<file path="src/verilog/ftl_pkg.sv">
package ftl_pkg;

   // widths
   localparam int TEMP_W = 10;                    // 8.2 fixed point, quarter degrees
   localparam int DATA_W = 8;
   localparam int NUM_CH = 3;

   // register indices, byte address is four times the index
   localparam logic [7:0] IDX_FAN1_FLOOR   = 8'h64;
   localparam logic [7:0] IDX_FAN2_FLOOR   = 8'h65;
   localparam logic [7:0] IDX_FAN3_FLOOR   = 8'h66;
   localparam logic [7:0] IDX_R1_START     = 8'h67;
   localparam logic [7:0] IDX_LOC_START    = 8'h68;
   localparam logic [7:0] IDX_R2_START     = 8'h69;
   localparam logic [7:0] IDX_R1_CRIT      = 8'h6a;
   localparam logic [7:0] IDX_LOC_CRIT     = 8'h6b;
   localparam logic [7:0] IDX_R2_CRIT      = 8'h6c;
   localparam logic [7:0] IDX_R1_LOC_HYST  = 8'h6d;
   localparam logic [7:0] IDX_R2_HYST      = 8'h6e;
   localparam logic [7:0] IDX_TREE_TEST    = 8'h6f;
   localparam logic [7:0] IDX_LOOP_CTRL    = 8'h60;
   localparam logic [7:0] IDX_LOOP_STATUS  = 8'h61;

   // reset values
   localparam logic [7:0] RST_FLOOR_DUTY   = 8'h80;
   localparam logic [7:0] RST_START_TEMP   = 8'h5a;
   localparam logic [7:0] RST_CRIT_LIMIT   = 8'h64;
   localparam logic [7:0] RST_R1_LOC_HYST  = 8'h44;
   localparam logic [7:0] RST_R2_HYST      = 8'h40;
   localparam logic [7:0] RST_TREE_TEST    = 8'h00;
   localparam logic [7:0] RST_LOOP_CTRL    = 8'h00;

   // field positions
   localparam int LOC_HYST_LSB   = 0;             // local_hyst_field [3:0]
   localparam int R1_HYST_LSB    = 4;             // remote1_hyst_field [7:4]
   localparam int R2_HYST_LSB    = 4;             // remote2_hyst_field [7:4]
   localparam int TREE_TEST_BIT  = 0;             // tree_test_bit
   localparam int CTRL_LOOP_BIT  = 0;             // automatic_fan_loop enable
   localparam int CTRL_LOCK_BIT  = 1;             // configuration lock, sticky
   localparam int CTRL_PINOE_BIT = 2;             // critical_temp_pin used as output
   localparam int STAT_OVR_LSB   = 0;             // [2:0] full-speed override per channel
   localparam int STAT_RUN_LSB   = 3;             // [5:3] fan running per channel
   localparam int STAT_PIN_BIT   = 6;             // critical_temp_pin level
   localparam int STAT_ANY_BIT   = 7;             // any override active

   // control values
   localparam logic [7:0] DUTY_FULL    = 8'hff;
   localparam logic [7:0] DUTY_OFF     = 8'h00;
   localparam logic [7:0] CRIT_DISABLE = 8'h80;
   localparam logic [7:0] RAMP_STEP    = 8'h08;   // duty counts per degree above start
   localparam logic [1:0] FRAC_QUARTER = 2'b01;

   // bus states
   typedef enum logic [1:0] {
      BUS_IDLE   = 2'b00,
      BUS_RDLOAD = 2'b01
   } ftl_bus_e;

endpackage

</file>
<file path="src/verilog/ftl_regs.sv">
`timescale 1ns/1ps

// Notes on behaviour
// - floor duty registers hold 8-bit PWM duty
// - floor duty writes ignored while loop active
// - above start temperature fan runs floor, ramps
// - lock makes start/critical/hysteresis/test read-only
// - any channel over critical forces all 100%
// - critical limit 0x80 disables override there
// - override holds until below limit minus hysteresis
// - critical pin driven low quarter degree over
// - critical limits reset to 0x64
// - hysteresis register: local [3:0], remote1 [7:4]
// - remote2 hysteresis register resets to 0x40
// - below start, floor duty until start minus hysteresis
// - tree test bit selects test mode
module ftl_regs (
   // clock and reset
   input  wire logic                        clk,
   input  wire logic                        rst,
   // ahb-lite slave
   input  wire logic                        hsel,
   input  wire logic [31:0]                 haddr,
   input  wire logic [1:0]                  htrans,
   input  wire logic                        hwrite,
   input  wire logic [2:0]                  hsize,
   input  wire logic [31:0]                 hwdata,
   input  wire logic                        hready,
   output logic      [31:0]                 hrdata,
   output logic                             hreadyout,
   output logic                             hresp,
   // measured temperatures, quarter degrees
   input  wire logic [ftl_pkg::TEMP_W-1:0]  tempRemote1,
   input  wire logic [ftl_pkg::TEMP_W-1:0]  tempLocal,
   input  wire logic [ftl_pkg::TEMP_W-1:0]  tempRemote2,
   // fan pwm duty
   output logic      [ftl_pkg::DATA_W-1:0]  fanDuty1,
   output logic      [ftl_pkg::DATA_W-1:0]  fanDuty2,
   output logic      [ftl_pkg::DATA_W-1:0]  fanDuty3,
   // critical temperature pin, open drain
   input  wire logic                        criticalTempPinIn,
   output logic                             criticalTempPinOut,
   output logic                             criticalTempPinOe,
   // test mode
   output logic                             treeTestMode
);
   import ftl_pkg::*;

   // register bank
   logic [7:0]   floorDuty [NUM_CH];
   logic [7:0]   startTemp [NUM_CH];
   logic [7:0]   critLimit [NUM_CH];
   logic [7:0]   r1LocHyst;
   logic [7:0]   r2Hyst;
   logic [7:0]   treeTest;
   logic         loopEnable;
   logic         cfgLock;
   logic         pinAsOutput;

   // channel state
   logic [NUM_CH-1:0] overrideOn;
   logic [NUM_CH-1:0] fanRunning;
   logic [9:0]        tempQ [NUM_CH];
   logic [7:0]        tempDeg [NUM_CH];
   logic [3:0]        hyst [NUM_CH];

   // bus state
   ftl_bus_e     busState;
   logic         wrPend;
   logic [7:0]   wrIdx;
   logic         wrValid;
   logic [7:0]   rdIdx;
   logic         rdValid;
   logic         addrPhase;
   logic         idxValid;
   logic [7:0]   idxNow;
   logic [7:0]   wrByte;
   logic [7:0]   next_rdByte;
   logic         critExceed;

   // saturating limit minus hysteresis
   function automatic logic [7:0] hystFloor(input logic [7:0] limit, input logic [3:0] h);
      logic [7:0] hWide;
      hWide = {4'h0, h};
      return (limit > hWide) ? (limit - hWide) : DUTY_OFF;
   endfunction

   // floor duty plus linear ramp above start, clipped to full
   function automatic logic [7:0] rampDuty(input logic [7:0] floorVal,
                                           input logic [7:0] temp,
                                           input logic [7:0] start);
      logic [15:0] above;
      logic [15:0] sum;
      above = (temp > start) ? {8'h00, temp - start} : 16'h0000;
      sum   = {8'h00, floorVal} + 16'(above * {8'h00, RAMP_STEP});
      return (sum > {8'h00, DUTY_FULL}) ? DUTY_FULL : sum[7:0];
   endfunction

   // write hit on a given index
   function automatic logic wrHit(input logic pend, input logic [7:0] idx,
                                  input logic [7:0] target);
      return pend && (idx == target);
   endfunction

   // channel order: 0 remote 1, 1 local, 2 remote 2
   assign tempQ[0] = tempRemote1;
   assign tempQ[1] = tempLocal;
   assign tempQ[2] = tempRemote2;

   // whole degrees, unsigned
   always_comb begin
      for (int c = 0; c < NUM_CH; c++) begin
         tempDeg[c] = tempQ[c][9:2];
      end
   end

   // hysteresis fields per channel
   assign hyst[0] = r1LocHyst[R1_HYST_LSB +: 4];
   assign hyst[1] = r1LocHyst[LOC_HYST_LSB +: 4];
   assign hyst[2] = r2Hyst[R2_HYST_LSB +: 4];

   // address phase decode
   assign addrPhase = hsel && htrans[1] && hready;
   assign idxNow    = haddr[9:2];
   assign idxValid  = (haddr[31:10] == 22'h0) && (haddr[1:0] == 2'b00) &&
                      ((idxNow >= IDX_FAN1_FLOOR && idxNow <= IDX_TREE_TEST) ||
                       idxNow == IDX_LOOP_CTRL || idxNow == IDX_LOOP_STATUS);
   assign wrByte    = hwdata[7:0];
   assign wrValid   = wrPend && (busState == BUS_IDLE);

   // bus sequencer: writes zero wait, reads one wait state
   always_ff @(posedge clk) begin
      if (rst) begin
         busState  <= BUS_IDLE;
         hreadyout <= 1'b1;
         wrPend    <= 1'b0;
         wrIdx     <= 8'h00;
         rdValid   <= 1'b0;
         rdIdx     <= 8'h00;
      end else begin
         case (busState)
            BUS_IDLE: begin
               wrPend <= addrPhase && hwrite && idxValid;
               if (addrPhase && hwrite) begin
                  wrIdx <= idxNow;
               end
               if (addrPhase && !hwrite) begin
                  rdIdx     <= idxNow;
                  rdValid   <= idxValid;
                  busState  <= BUS_RDLOAD;
                  hreadyout <= 1'b0;                    // stall data phase one cycle
               end
            end
            BUS_RDLOAD: begin
               wrPend    <= 1'b0;
               busState  <= BUS_IDLE;
               hreadyout <= 1'b1;
            end
            default: begin
               busState  <= BUS_IDLE;
               hreadyout <= 1'b1;
               wrPend    <= 1'b0;
            end
         endcase
      end
   end

   // response is always okay
   always_ff @(posedge clk) begin
      if (rst) begin
         hresp <= 1'b0;
      end else begin
         hresp <= 1'b0;
      end
   end

   // read mux, unmapped reads zero
   always_comb begin
      next_rdByte = 8'h00;
      if (rdValid) begin
         case (rdIdx)
            IDX_FAN1_FLOOR:  next_rdByte = floorDuty[0];
            IDX_FAN2_FLOOR:  next_rdByte = floorDuty[1];
            IDX_FAN3_FLOOR:  next_rdByte = floorDuty[2];
            IDX_R1_START:    next_rdByte = startTemp[0];
            IDX_LOC_START:   next_rdByte = startTemp[1];
            IDX_R2_START:    next_rdByte = startTemp[2];
            IDX_R1_CRIT:     next_rdByte = critLimit[0];
            IDX_LOC_CRIT:    next_rdByte = critLimit[1];
            IDX_R2_CRIT:     next_rdByte = critLimit[2];
            IDX_R1_LOC_HYST: next_rdByte = r1LocHyst;
            IDX_R2_HYST:     next_rdByte = r2Hyst;
            IDX_TREE_TEST:   next_rdByte = treeTest;
            IDX_LOOP_CTRL: begin
               next_rdByte                 = 8'h00;
               next_rdByte[CTRL_LOOP_BIT]  = loopEnable;
               next_rdByte[CTRL_LOCK_BIT]  = cfgLock;
               next_rdByte[CTRL_PINOE_BIT] = pinAsOutput;
            end
            IDX_LOOP_STATUS: begin
               next_rdByte                    = 8'h00;
               next_rdByte[STAT_OVR_LSB +: 3] = overrideOn;
               next_rdByte[STAT_RUN_LSB +: 3] = fanRunning;
               next_rdByte[STAT_PIN_BIT]      = criticalTempPinIn;
               next_rdByte[STAT_ANY_BIT]      = |overrideOn;
            end
            default:         next_rdByte = 8'h00;
         endcase
      end
   end

   // read data loaded in the wait cycle, held until the next read
   always_ff @(posedge clk) begin
      if (rst) begin
         hrdata <= 32'h0000_0000;
      end else if (busState == BUS_RDLOAD) begin
         hrdata <= {24'h00_0000, next_rdByte};
      end
   end

   // floor duty registers, frozen while the loop runs
   always_ff @(posedge clk) begin
      if (rst) begin
         for (int c = 0; c < NUM_CH; c++) begin
            floorDuty[c] <= RST_FLOOR_DUTY;
         end
      end else if (!loopEnable) begin
         for (int c = 0; c < NUM_CH; c++) begin
            if (wrHit(wrValid, wrIdx, IDX_FAN1_FLOOR + 8'(c))) begin
               floorDuty[c] <= wrByte;
            end
         end
      end
   end

   // start temperatures, frozen by lock
   always_ff @(posedge clk) begin
      if (rst) begin
         for (int c = 0; c < NUM_CH; c++) begin
            startTemp[c] <= RST_START_TEMP;
         end
      end else if (!cfgLock) begin
         for (int c = 0; c < NUM_CH; c++) begin
            if (wrHit(wrValid, wrIdx, IDX_R1_START + 8'(c))) begin
               startTemp[c] <= wrByte;
            end
         end
      end
   end

   // critical limits, frozen by lock
   always_ff @(posedge clk) begin
      if (rst) begin
         for (int c = 0; c < NUM_CH; c++) begin
            critLimit[c] <= RST_CRIT_LIMIT;
         end
      end else if (!cfgLock) begin
         for (int c = 0; c < NUM_CH; c++) begin
            if (wrHit(wrValid, wrIdx, IDX_R1_CRIT + 8'(c))) begin
               critLimit[c] <= wrByte;
            end
         end
      end
   end

   // hysteresis registers, frozen by lock
   always_ff @(posedge clk) begin
      if (rst) begin
         r1LocHyst <= RST_R1_LOC_HYST;
         r2Hyst    <= RST_R2_HYST;
      end else if (!cfgLock) begin
         if (wrHit(wrValid, wrIdx, IDX_R1_LOC_HYST)) begin
            r1LocHyst <= wrByte;
         end
         if (wrHit(wrValid, wrIdx, IDX_R2_HYST)) begin
            r2Hyst <= {wrByte[R2_HYST_LSB +: 4], 4'h0};
         end
      end
   end

   // test enable, only the low bit is stored
   always_ff @(posedge clk) begin
      if (rst) begin
         treeTest <= RST_TREE_TEST;
      end else if (!cfgLock && wrHit(wrValid, wrIdx, IDX_TREE_TEST)) begin
         treeTest <= {7'h00, wrByte[TREE_TEST_BIT]};
      end
   end

   // loop control, lock is sticky until reset
   always_ff @(posedge clk) begin
      if (rst) begin
         loopEnable  <= RST_LOOP_CTRL[CTRL_LOOP_BIT];
         cfgLock     <= RST_LOOP_CTRL[CTRL_LOCK_BIT];
         pinAsOutput <= RST_LOOP_CTRL[CTRL_PINOE_BIT];
      end else if (wrHit(wrValid, wrIdx, IDX_LOOP_CTRL)) begin
         loopEnable  <= wrByte[CTRL_LOOP_BIT];
         cfgLock     <= cfgLock | wrByte[CTRL_LOCK_BIT];
         pinAsOutput <= wrByte[CTRL_PINOE_BIT];
      end
   end

   // full-speed override per channel, with hysteresis release
   always_ff @(posedge clk) begin
      if (rst) begin
         overrideOn <= '0;
      end else begin
         for (int c = 0; c < NUM_CH; c++) begin
            if (critLimit[c] == CRIT_DISABLE) begin
               overrideOn[c] <= 1'b0;
            end else if (tempDeg[c] > critLimit[c]) begin
               overrideOn[c] <= 1'b1;
            end else if (tempDeg[c] < hystFloor(critLimit[c], hyst[c])) begin
               overrideOn[c] <= 1'b0;
            end
         end
      end
   end

   // fan running per channel, with hysteresis below start
   always_ff @(posedge clk) begin
      if (rst) begin
         fanRunning <= '0;
      end else begin
         for (int c = 0; c < NUM_CH; c++) begin
            if (tempDeg[c] > startTemp[c]) begin
               fanRunning[c] <= 1'b1;
            end else if (tempDeg[c] <= hystFloor(startTemp[c], hyst[c])) begin
               fanRunning[c] <= 1'b0;
            end
         end
      end
   end

   // duty drive: override, loop ramp, or manual floor
   always_ff @(posedge clk) begin
      if (rst) begin
         fanDuty1 <= DUTY_OFF;
         fanDuty2 <= DUTY_OFF;
         fanDuty3 <= DUTY_OFF;
      end else if (|overrideOn) begin
         fanDuty1 <= DUTY_FULL;
         fanDuty2 <= DUTY_FULL;
         fanDuty3 <= DUTY_FULL;
      end else if (loopEnable) begin
         fanDuty1 <= fanRunning[0] ? rampDuty(floorDuty[0], tempDeg[0], startTemp[0])
                                   : DUTY_OFF;
         fanDuty2 <= fanRunning[1] ? rampDuty(floorDuty[1], tempDeg[1], startTemp[1])
                                   : DUTY_OFF;
         fanDuty3 <= fanRunning[2] ? rampDuty(floorDuty[2], tempDeg[2], startTemp[2])
                                   : DUTY_OFF;
      end else begin
         fanDuty1 <= floorDuty[0];
         fanDuty2 <= floorDuty[1];
         fanDuty3 <= floorDuty[2];
      end
   end

   // quarter-degree overshoot on any enabled channel
   always_comb begin
      critExceed = 1'b0;
      for (int c = 0; c < NUM_CH; c++) begin
         if (critLimit[c] != CRIT_DISABLE &&
             tempQ[c] >= {critLimit[c], FRAC_QUARTER}) begin
            critExceed = 1'b1;
         end
      end
   end

   // critical pin pulled low while exceeded and configured as output
   always_ff @(posedge clk) begin
      if (rst) begin
         criticalTempPinOut <= 1'b0;
         criticalTempPinOe  <= 1'b0;
      end else begin
         criticalTempPinOut <= 1'b0;
         criticalTempPinOe  <= pinAsOutput && critExceed;
      end
   end

   // test mode output
   always_ff @(posedge clk) begin
      if (rst) begin
         treeTestMode <= 1'b0;
      end else begin
         treeTestMode <= treeTest[TREE_TEST_BIT];
      end
   end

endmodule

</file>
<file path="config.mk">
export PLATFORM = sky130hd
export DESIGN_NAME = ftl_regs
export DESIGN_NICKNAME = d
export VERILOG_FILES = /design/src/verilog/ftl_pkg.sv /design/src/verilog/ftl_regs.sv
export SDC_FILE = /design/constraint.sdc
export NUM_CORES = 1
export LEC_CHECK = 0
export BUFFER_PORTS_ARGS = -buffer_cell sky130_fd_sc_hd__buf_2
export CELL_PAD_IN_SITES_DETAIL_PLACEMENT = 1
export CELL_PAD_IN_SITES_GLOBAL_PLACEMENT = 1
export CORE_UTILIZATION = 35
export DETAILED_ROUTE_END_ITERATION = 7
export PLACE_DENSITY_LB_ADDON = 0.1
export SLEW_MARGIN = 5
export SYNTH_ARGS = -nofsm -noshare
export SYNTH_HDL_FRONTEND = slang
export SYNTH_SLANG_ARGS = --single-unit
</file>
<file path="constraint.sdc">
create_clock -name clk -period 4.42 [get_ports clk]
set_input_delay 0.221 -clock clk [delete_from_list [all_inputs] [get_ports clk]]
set_output_delay 0.221 -clock clk [all_outputs]
set_load 0.005 [all_outputs]
</file>
==> results of run 1 <==
[cell type report]
| cell class | count | area share |
|---|---|---|
| timing repair buffer | 143 | 0.0593 |
| clock buffer | 21 | 0.0382 |
| tap | 442 | 0.0411 |
| clock inverter | 11 | 0.00623 |
| sequential | 148 | 0.274 |
| inverter | 100 | 0.0279 |
| multi-input combinational | 1021 | 0.554 |
[placed cells by master (no fill, tap or decap), drive strengths merged, types with 8 or more instances in the layout]
cell and n:
o21ai 58, inv 105, dfxtp 76, and2 22, a221oi 9, clkbuf 21
a22oi 10, a22o 13, and3 8, xnor2 23, nor3 24, edfxtp 72
nor2 97, o21a 17, a21oi 85, a31oi 16, a211oi 12, a21o 54
nand2 109, ha 135, mux2i 49, fa 12, xor2 16, nor2b 24
nand3 25, o31ai 9, nand2b 28, conb 26, nor4 22, buf 142
nand4 27
[layer usage]
| layer | track usage | vias up | routed length [um] |
|---|---|---|---|
| met1 | 0.326 | 5140 | 19000 |
| met2 | 0.417 | 255 | 19500 |
| met3 | 0.0254 | 41 | 1460 |
| li1 | - | 4991 | - |
| met4 | 0.0539 | 2 | 631 |
| met5 | 0 | - | 16 |
[worst max-delay path, cell delays in order, from the launching register on]
cell      delay (ns)
edfxtp_1        0.46
ha_1            0.25
fa_1            0.39
nor2b_1         0.23
o22a_1          0.23
a211oi_1        0.10
a41o_2          0.30
or2_2           0.32
inv_1           0.07
ha_1            0.23
a211oi_1        0.34
nor2_1          0.12
o21a_1          0.18
nor2_1          0.08
o21ai_0         0.11
a21oi_2         0.37
o21ai_0         0.17
[kinds of logic after synthesis]
| family | Yosys count |
|---|---|
| AND/OR/NAND/NOR | 421 |
| AO/OA/AOI/OAI | 334 |
| buffers and inverters | 164 |
| flip-flops | 148 |
| adder cells (fa/ha/maj) | 147 |
| multiplexers | 54 |
| XOR/XNOR | 39 |
| other | 1 |
[power by group through the flow]
| stage | Combinational (mW) | Sequential (mW) | Clock (mW) |
|---|---|---|---|
| 2_1_floorplan | 0.410 | 1.53 | 0 |
| 3_3_place_gp | 0.593 | 1.56 | 0 |
| 3_5_place_dp | 0.605 | 1.56 | 0 |
| 4_1_cts | 0.610 | 1.53 | 1.48 |
| 5_1_grt | 0.680 | 1.53 | 1.53 |
| 6_report | 0.607 | 1.53 | 1.47 |
[state kept, by name (all words and copies together), names as in the netlist, 3 cells and up]
| name | flops |
|---|---|
| fanDuty3 | 8 |
| fanRunning | 3 |
| hrdata | 8 |
| rdIdx | 8 |
| fanDuty2 | 8 |
| r2Hyst | 4 |
| floorDuty | 24 |
| fanDuty1 | 8 |
| overrideOn | 3 |
| critLimit | 24 |
| r1LocHyst | 8 |
| wrIdx | 8 |
| startTemp | 24 |
[path summary, 6_finish.rpt]
check	end	slack (ns)
setup / recovery	fanDuty2[0]	0.35
setup reg to reg	fanDuty2[0]	0.35
hold reg to reg	hrdata[6]	0.47
hold / removal	wrIdx[3]	0.06
==> reports/results.tsv, run 1 <==
stage	metric	value	unit
outcome	outcome	complete, no violations	
synth	syn_area_per_cell	9.00	um^2
timing	Final Setup Violations	0	
grt	gr ovfl total	0	
die	die area	34400	um^2
hold_path	Tightest Hold Check Type	in -> reg	
power_and_ir_drop	Leak	5.94	nW
cts	Clock Sinks	148	
timing	fmax	0.246	GHz
grt	first-pass GRT wire length	62.2	mm
grt	initial antenna violation count	1	
placement	dpl cells	1853	
timing	setup ws final	0.348	ns
synth	Unique masters post-synth	92	
power_and_ir_drop	Worst IR Drop VDD	0.222	mV
placement	GP Congestion	0.906	
detailed_routing	vias	10429	
timing	period utilisation layout	0.921	
die	die height	185	um
synth	Syn Inst Count	1308	
placement	Post-DP HPWL	33.3	mm
timing	Slew HR	0.288	
finish	non-filler instance count after layout	1886	
finish	Area Overhead vs Synth	14.3	%
synth	post-synthesis compound-gate area fraction	0.199	
timing	RSZ-0062 raised after global routing	no	
cts	post_cts resized	0	
finish	Filler Cell Count	3907	
detailed_routing	1st-pass router iterations	4	
placement	Buffers on Ports	111	
timing	final hold slack	0.0641	ns
cts	clock slew at reported path FFs	0.07	ns
detailed_routing	drt first-iter violations	632	
die	IO Count	166	
synth	post-synthesis sequential element count	148	
synth	largest family of logic cells by synthesized area	compound AO/OA/AOI/OAI gates	
timing	final worst path period need	4.07	ns
cts	post-CTS setup buffer count	0	
worst_setup_path	worst r2r src	startTemp[0][8]	
power_and_ir_drop	Logic pwr share	0.168	
synth	Post-Syn Area	11800	um^2
synth	Synth Area in Adders	0.164	
synth	Yosys top cell by area	edfxtp_1	
grt	All-Layer GR Usage	0.243	
power_and_ir_drop	total power	3.61	mW
cts	cts hold-fix bufs	1	
timing	TNS Setup	0	ns
cts	CTS tree	done	
hold_path	hold depth	3	
timing	Tightest Pin Transition	1.06	ns
finish	register area	3680	um^2
finish	n_diodes	0	
power_and_ir_drop	Net Sw Power	1.03	mW
synth	mux share of post-synthesis cell area	0.0493	
finish	final cell utilization of the core	0.411	
power_and_ir_drop	power per cell area	268	nW/um^2
worst_setup_path	WP data arrival	4.37	ns
synth	EDFF count, synth	72	
grt	largest net degree at the start of global routing	40	
cts	Skew-Pair Late Insertion Delay	0.43	ns
synth	Async S/R FF share, synth	0	
power_and_ir_drop	clock power share	0.408	
placement	Setup WS pre-CTS	0.379	ns
finish	NumNets Final	1683	
synth	cell with the most instances after synthesis	ha_1	
worst_setup_path	critical path class	reg -> reg	
worst_setup_path	Worst setup startpoint	startTemp[0][8]	
worst_setup_path	critical path data required time	4.72	ns
synth	Commonest cells post-synth	ha_1, nand2_1, inv_1	
synth	simple-gate share of the synthesized area	0.183	
finish	area of the multi-input gates	7450	um^2
cts	CTS root buf	clkbuf_16	
finish	Finished Cell Area	13500	um^2
hold_path	Hold Startpoint	haddr[5]	
worst_setup_path	Startpoint Class	flip-flop	
die	die width	185	um
detailed_routing	mean number of vias per cell	5.53	
placement	placed cell areas	12900	um^2
synth	register area share after synthesis	0.313	
cts	H-tree Lvls	4	
detailed_routing	WL/cell	21.5	um
synth	Post-Synth XOR/XNOR Area	0.0290	
synth	Area contributors post-synth	edfxtp_1, ha_1, dfxtp_1, mux2i_1, a21oi_1	
detailed_routing	Routed Antenna Nets	0	
job	max cap viols	0	
cts	CTS Buf Count	17	
synth	synth warn	0	
die	Starting Density	0.359	
die	Core ar.	32800	um^2
detailed_routing	DRC viols	0	
worst_setup_path	worst-path maximum fanout	8	
timing	max-slew violations	0	
cts	Clock Path Buffers	2	
grt	vias in the first global route	10543	
timing	Worst Clk Skew	0.00861	ns
synth	commonest register cell after synthesis	dfxtp_1	
power_and_ir_drop	Sw Share	0.287	
worst_setup_path	crit end category	flip-flop	
power_and_ir_drop	Flop pwr share	0.424	
detailed_routing	DRT Wirelength	40.6	mm
timing	Fin. Hold Viols	0	
finish	layout cells sized above 1	0.150	
power_and_ir_drop	Pint	2.57	mW
synth	share of the synthesized area in the top cell type	0.184	
die	# rows	66	
worst_setup_path	worst reg-to-reg path cell count	16	
No activity file was read; power rests on OpenSTA's default activity.
==> run 2: changes to the inputs <==
--- a/config.mk
+++ b/config.mk
@@ -5,11 +5,11 @@
 export SDC_FILE = /design/constraint.sdc
 export NUM_CORES = 1
 export LEC_CHECK = 0
-export BUFFER_PORTS_ARGS = -buffer_cell sky130_fd_sc_hd__buf_2
 export CELL_PAD_IN_SITES_DETAIL_PLACEMENT = 1
 export CELL_PAD_IN_SITES_GLOBAL_PLACEMENT = 1
 export CORE_UTILIZATION = 35
 export DETAILED_ROUTE_END_ITERATION = 7
+export DONT_BUFFER_PORTS = 1
 export PLACE_DENSITY_LB_ADDON = 0.1
 export SLEW_MARGIN = 5
 export SYNTH_ARGS = -nofsm -noshare
==> run 2 against run 1 <==
  * Utilization is 1.1 points lower
  * First-iteration DRC count shrank 13%
  * Clock skew grew 0.0036 ns
  * Largest cell class unchanged
  * Largest power group unchanged
  * Highest routed layer is now met4
==> reports/results.tsv, run 2 (synthesized netlist as in run 1, its figures left out) <==
stage	metric	value	unit	change
grt	vias in the first global route	10405		-1.3%
grt	gr ovfl total	0		unchanged
finish	Filler Cell Count	3817		-2.3%
timing	Worst Clk Skew	0.0122	ns	+0.00359 ns
die	Starting Density	0.359		unchanged
detailed_routing	DRT Wirelength	40.9	mm	+0.61%
detailed_routing	Routed Antenna Nets	0		unchanged
worst_setup_path	critical path class	reg -> reg		
grt	All-Layer GR Usage	0.245		+0.00213
finish	most common library cell in the layout ignoring fill and taps	ha_1		
detailed_routing	mean number of vias per cell	5.61		+1.5%
timing	final worst path period need	4.03	ns	-0.0450 ns
cts	Skew-Pair Late Insertion Delay	0.44	ns	about the same
grt	initial antenna violation count	0		-1
timing	RSZ-0062 raised after global routing	no		
detailed_routing	WL/cell	22.8	um	+6.0%
worst_setup_path	worst reg-to-reg path cell count	16		unchanged
die	# rows	66		unchanged
grt	largest net degree at the start of global routing	50		+25%
timing	Final Setup Violations	0		unchanged
die	Core ar.	32800	um^2	unchanged
cts	Clock Path Buffers	2		unchanged
worst_setup_path	crit end category	flip-flop		
timing	max-slew violations	0		unchanged
cts	CTS root buf	clkbuf_16		
cts	CTS Buf Count	17		unchanged
worst_setup_path	worst-path maximum fanout	8		unchanged
worst_setup_path	CP peak stage delay	0.44	ns	-0.02 ns
cts	H-tree Lvls	4		unchanged
worst_setup_path	WP data arrival	4.31	ns	-0.06 ns
grt	first-pass GRT wire length	62.3	mm	+0.13%
cts	Clock Sinks	148		unchanged
finish	NumNets Final	1587		-5.7%
die	IO Count	166		unchanged
timing	fmax	0.248	GHz	+1.1%
finish	final cell utilization of the core	0.399		-0.0112
worst_setup_path	slowest CP cell	edfxtp_1		
finish	leading cell types in the layout, fill and taps excluded	ha_1, nand2_1, inv_1, nor2_1, a21oi_1		
placement	GP Congestion	0.870		-3.9%
detailed_routing	DRC viols	0		unchanged
timing	TNS Setup	0	ns	unchanged
worst_setup_path	Startpoint Class	flip-flop		
cts	CTS tree	done		
detailed_routing	vias	10046		-3.7%
finish	n_diodes	0		unchanged
job	max cap viols	0		unchanged
worst_setup_path	crit path cell chain	ha_1 > fa_1 > nor2b_1 > o22a_1 > a211oi_1 > a41o_2 > or2_2 > inv_1 > ha_1 > a211oi_1 > nor2_1 > o21a_1 > nor2_1 > o21ai_0 > a21oi_2 > o21ai_0		
outcome	outcome	complete, no violations		
die	die height	185	um	unchanged
detailed_routing	1st-pass router iterations	4		unchanged
cts	clock slew at reported path FFs	0.06	ns	about the same
timing	Fin. Hold Viols	0		unchanged
timing	period utilisation layout	0.911		-0.0102
power_and_ir_drop	Worst IR Drop VDD	0.215	mV	-3.2%
finish	layout cells sized above 1	0.0772		-0.0731
finish	Largest regs	critLimit x24, floorDuty x24, startTemp x24		
placement	Post-DP HPWL	32.8	mm	-1.6%
die	die width	185	um	unchanged
detailed_routing	drt first-iter violations	547		-13%
finish	Area Overhead vs Synth	11.2	%	
worst_setup_path	critical path data required time	4.71	ns	about the same
power_and_ir_drop	power per cell area	271	nW/um^2	+1.3%
hold_path	Tightest Hold Check Type	in -> reg		
placement	Buffers on Ports	0		-100%
timing	Slew HR	0.313		+0.0252
power_and_ir_drop	Leak	5.55	nW	-6.5%
hold_path	hold depth	3		unchanged
die	die area	34400	um^2	unchanged
timing	Tightest Pin Transition	1.02	ns	-0.0386 ns
==> run 2: cell types whose count changed in the layout (fill, tap and decap cells not counted), moves of 2 or more <==
| cell | change |
|---|---|
| buf_2 | -111 |
| o31ai_2 | +2 |
| buf_4 | -4 |
| o31ai_1 | -2 |
| dlygate4sd3_1 | +18 |
==> run 2: final cells by class <==
class | instances | area (um^2) | area share
well taps | 442 | 553 | 0.0422
inverters | 100 | 375 | 0.0287
multi-input cells | 1021 | 7460 | 0.570
clock buffers | 22 | 518 | 0.0396
flip-flops and latches | 148 | 3680 | 0.281
clock inverters | 10 | 81.3 | 0.00621
repair buffers | 47 | 420 | 0.0321
==> run 2: where the power goes <==
group	internal (mW)	leakage, nW	switching [mW]
sequential	1.48	1.28	0.0583
combinational	0.225	3.98	0.310
clock	0.847	0.296	0.632
total	2.55	5.55	1.00
==> run 2: path summary, 6_finish.rpt <==
kind	start	endpoint	slack [ns]
setup / recovery	startTemp[0][8]	fanDuty2[1]	0.39
hold / removal	haddr[29]	wrPend	0.008
setup reg to reg	startTemp[0][8]	fanDuty2[1]	0.39
hold reg to reg	r2Hyst[7]	r2Hyst[7]	0.47
==> run 2: what timing repair did <==
action                                  CTS  global route
hold endpoints to repair                 52             0
setup buffers                             0             2
hold buffers                             20             0
resized for setup                         0             0
endpoints found under the setup margin    0             1
==> run 2: metal layers <==
metal / global-route usage / vias up / routed length [um]
met5: 0 / - / 0
met4: 0.0737 / 0 / 1000
met3: 0.0419 / 47 / 1770
met2: 0.415 / 213 / 19600
met1: 0.316 / 4981 / 18500
li1: - / 4805 / -
==> run 2: metrics by stage <==
step	setup WS, ns	power (mW)	instances	instance area, um^2	hold WS, ns
final	0.393	3.55	1790	13100	0.00820
after global routing	0.0317	3.71	1790	13100	0.0114
after CTS	0.334	3.57	1788	13100	0.00221
after detailed placement	0.345	2.07	1736	12300	0.307
after global placement	0.419	2.06	1736	12300	0.297
after floorplan	0.924	1.94	1333	11900	0.310
==> run 2: critical path: cells and delay by family, from the launching register on <==
family	cells	cell delay, ns
AOI/OAI and AO/OA	8	1.81
DFF	1	0.44
buffers and inverters	1	0.06
and+or+nand+nor	4	0.70
adders and majority gates	3	0.86
==> run 3: changes to the inputs <==
--- a/config.mk
+++ b/config.mk
@@ -7,6 +7,7 @@
 export LEC_CHECK = 0
 export CELL_PAD_IN_SITES_DETAIL_PLACEMENT = 1
 export CELL_PAD_IN_SITES_GLOBAL_PLACEMENT = 1
+export CORE_MARGIN = 2
 export CORE_UTILIZATION = 35
 export DETAILED_ROUTE_END_ITERATION = 7
 export DONT_BUFFER_PORTS = 1
==> run 3 against run 2 <==
  * Utilization shrank 0.80 points
  * Clock skew grew 0.0043 ns
  * Fmax grew 1.1%
  * Die area grew 2.2%
  * Final cell count grew 0.22%
  * Global-route usage shrank 0.96 points
  * Register-to-register slack gained 0.04 ns
  * Wire length grew 0.55%
==> reports/results.tsv, run 3 (synthesized netlist as in run 1, its figures left out) <==
stage	metric	value	unit	change
detailed_routing	mean number of vias per cell	5.61		about the same
hold_path	worst hold endpoint	critLimit[0][18]		
hold_path	Hold Startpoint	hwdata[2]		
worst_setup_path	flop2flop setup slack	0.44	ns	+0.04 ns
die	die area	35100	um^2	+2.2%
timing	final hold slack	0.0206	ns	+0.0124 ns
power_and_ir_drop	power per cell area	269	nW/um^2	-0.82%
power_and_ir_drop	Sw Share	0.303		+0.0211
finish	final cell utilization of the core	0.391		-0.00796
job	max cap viols	0		unchanged
power_and_ir_drop	Leak	5.52	nW	-0.60%
cts	Clock Path Buffers	2		unchanged
die	die width	187	um	+1.1%
detailed_routing	vias	10073		+0.27%
power_and_ir_drop	Net Sw Power	1.06	mW	+6.3%
timing	period utilisation layout	0.901		-0.0101
power_and_ir_drop	Flop pwr share	0.437		+0.004
timing	Fin. Hold Viols	0		unchanged
finish	Largest regs	critLimit x24, floorDuty x24, startTemp x24		
hold_path	Tightest Hold Check Type	in -> reg		
grt	initial antenna violation count	1		+1
worst_setup_path	r2r endpoint	fanDuty1[3]		
timing	Slew HR	0.272		-0.0405
grt	met1 Use GR	0.310		-0.00557
grt	met2 Resource Use GR	0.396		-0.0188
worst_setup_path	worst reg-to-reg path cell count	16		unchanged
worst_setup_path	Worst setup startpoint	startTemp[0][0]		
timing	TNS Setup	0	ns	unchanged
worst_setup_path	crit end category	flip-flop		
placement	Setup WS pre-CTS	0.366	ns	+0.0212 ns
detailed_routing	DRT Wirelength	41.1	mm	+0.55%
timing	Final Setup Violations	0		unchanged
power_and_ir_drop	clock power share	0.409		-0.007
cts	post_cts resized	0		unchanged
cts	Skew-Pair Late Insertion Delay	0.45	ns	about the same
outcome	outcome	complete, no violations		
detailed_routing	drt first-iter violations	657		+20%
cts	CTS Buf Count	17		unchanged
cts	CTS root buf	clkbuf_16		
detailed_routing	Routed Antenna Nets	0		unchanged
hold_path	hold depth	1		-2
finish	Area Overhead vs Synth	10.9	%	
finish	NumNets Final	1583		-0.25%
die	Core ar.	33400	um^2	+1.8%
grt	All-Layer GR Usage	0.235		-0.00962
timing	fmax	0.251	GHz	+1.1%
grt	first-pass GRT wire length	62.9	mm	+0.87%
detailed_routing	WL/cell	22.9	um	+0.33%
worst_setup_path	worst r2r src	startTemp[0][0]		
finish	layout cells sized above 1	0.0744		-0.00275
power_and_ir_drop	Logic pwr share	0.154		+0.003
placement	Post-DP HPWL	32.6	mm	-0.54%
cts	H-tree Lvls	4		unchanged
cts	Clock Sinks	148		unchanged
cts	CTS tree	done		
finish	leading cell types in the layout, fill and taps excluded	ha_1, nand2_1, inv_1, nor2_1, a21oi_1		
die	IO Count	166		unchanged
worst_setup_path	WP data arrival	4.30	ns	about the same
worst_setup_path	Startpoint Class	flip-flop		
grt	vias in the first global route	10376		-0.28%
cts	clock slew at reported path FFs	0.08	ns	+0.02 ns
grt	largest net degree at the start of global routing	50		unchanged
grt	met3 Resource Use GR	0.0385		-0.00342
placement	GP Congestion	0.830		-4.6%
die	Starting Density	0.353		-0.00625
finish	most common library cell in the layout ignoring fill and taps	ha_1		
timing	setup ws final	0.438	ns	+0.0447 ns
die	die height	187	um	+1.1%
power_and_ir_drop	total power	3.52	mW	-1.1%
timing	Worst Clk Skew	0.0165	ns	+0.00431 ns
placement	Buffers on Ports	0		unchanged
worst_setup_path	critical path class	reg -> reg		
timing	Tightest Pin Transition	1.08	ns	+0.0613 ns
worst_setup_path	critical path data required time	4.74	ns	+0.03 ns
detailed_routing	DRC viols	0		unchanged
worst_setup_path	worst-path maximum fanout	6		-2
power_and_ir_drop	Worst IR Drop VDD	0.261	mV	+22%
grt	gr ovfl total	0		unchanged
timing	final worst path period need	3.98	ns	-0.0447 ns
die	# rows	67		+1.5%
timing	max-slew violations	0		unchanged
power_and_ir_drop	Pint	2.45	mW	-4.0%
timing	RSZ-0062 raised after global routing	no		
grt	busiest grt layer	met2		
detailed_routing	1st-pass router iterations	5		+1
## run 3: changes by cell type in the layout (fill, tap and decap cells not counted), moves of 2 or more
cell,delta
buf_4,-6
clkbuf_16,-3
inv_4,-3
inv_6,+3
clkinv_8,+2
diode_2,+2
dlygate4sd3_1,+2
o31ai_1,-2
o31ai_2,+2
## run 3: routing by layer
metal  share of wire  vias to the layer above
li1                -                     4807
met1            0.46                     4960
met2            0.47                      251
met3           0.045                       55
met4           0.026                        0
met5               0                        -
## run 3: how the worst max path moves through the flow
stage	end	slack, ns	cells after the start
floorplan	fanDuty1[5]	0.92	17
global placement	fanDuty2[4]	0.50	16
detailed placement	fanDuty2[1]	0.37	16
CTS	fanDuty2[1]	0.35	16
global route	fanDuty2[1]	0.17	17
finish	fanDuty1[3]	0.44	16
## run 3: layout make-up
type                    count  area, um^2
diodes                      2        5.00
clock inverters            15         143
clock buffers              17         425
repair buffers             43         395
fillers                  3971       20300
flip-flops and latches    148        3680
multi-input cells        1021        7470
well taps                 448         561
inverters                 100         375
## run 3: what timing repair did
action                                  4_1_cts  5_1_grt
endpoints found under the setup margin        0        1
buffers inserted                              0        1
hold endpoints to repair                     52        0
hold buffers                                 22        0
## run 3: metrics by stage
stage                     area, um^2  std cells
after floorplan                11900       1333
after global placement         12200       1737
after detailed placement       12200       1737
after CTS                      13000       1791
after global routing           13100       1792
final                          13100       1794
## run 3: power groups by stage
stage	combinational, mW	sequential (mW)	clock [mW]
after floorplan	0.410	1.53	0
after global placement	0.498	1.57	0
after detailed placement	0.509	1.57	0
after CTS	0.544	1.54	1.46
after global routing	0.611	1.54	1.51
final	0.542	1.53	1.44
## run 3: worst max-delay path: stages, from the launching register on
cell and delay, ns:
edfxtp_1 0.47, ha_1 0.29, fa_1 0.39, nor2b_1 0.26, o2111ai_2 0.17, nand2_2 0.15, o21a_1 0.12, o21ai_0 0.08
a21oi_1 0.23, ha_1 0.20, a21oi_1 0.09, o21ai_0 0.36, nand4b_1 0.17, nand4_1 0.16, a41oi_4 0.17, o41ai_1 0.44
a21oi_1 0.12
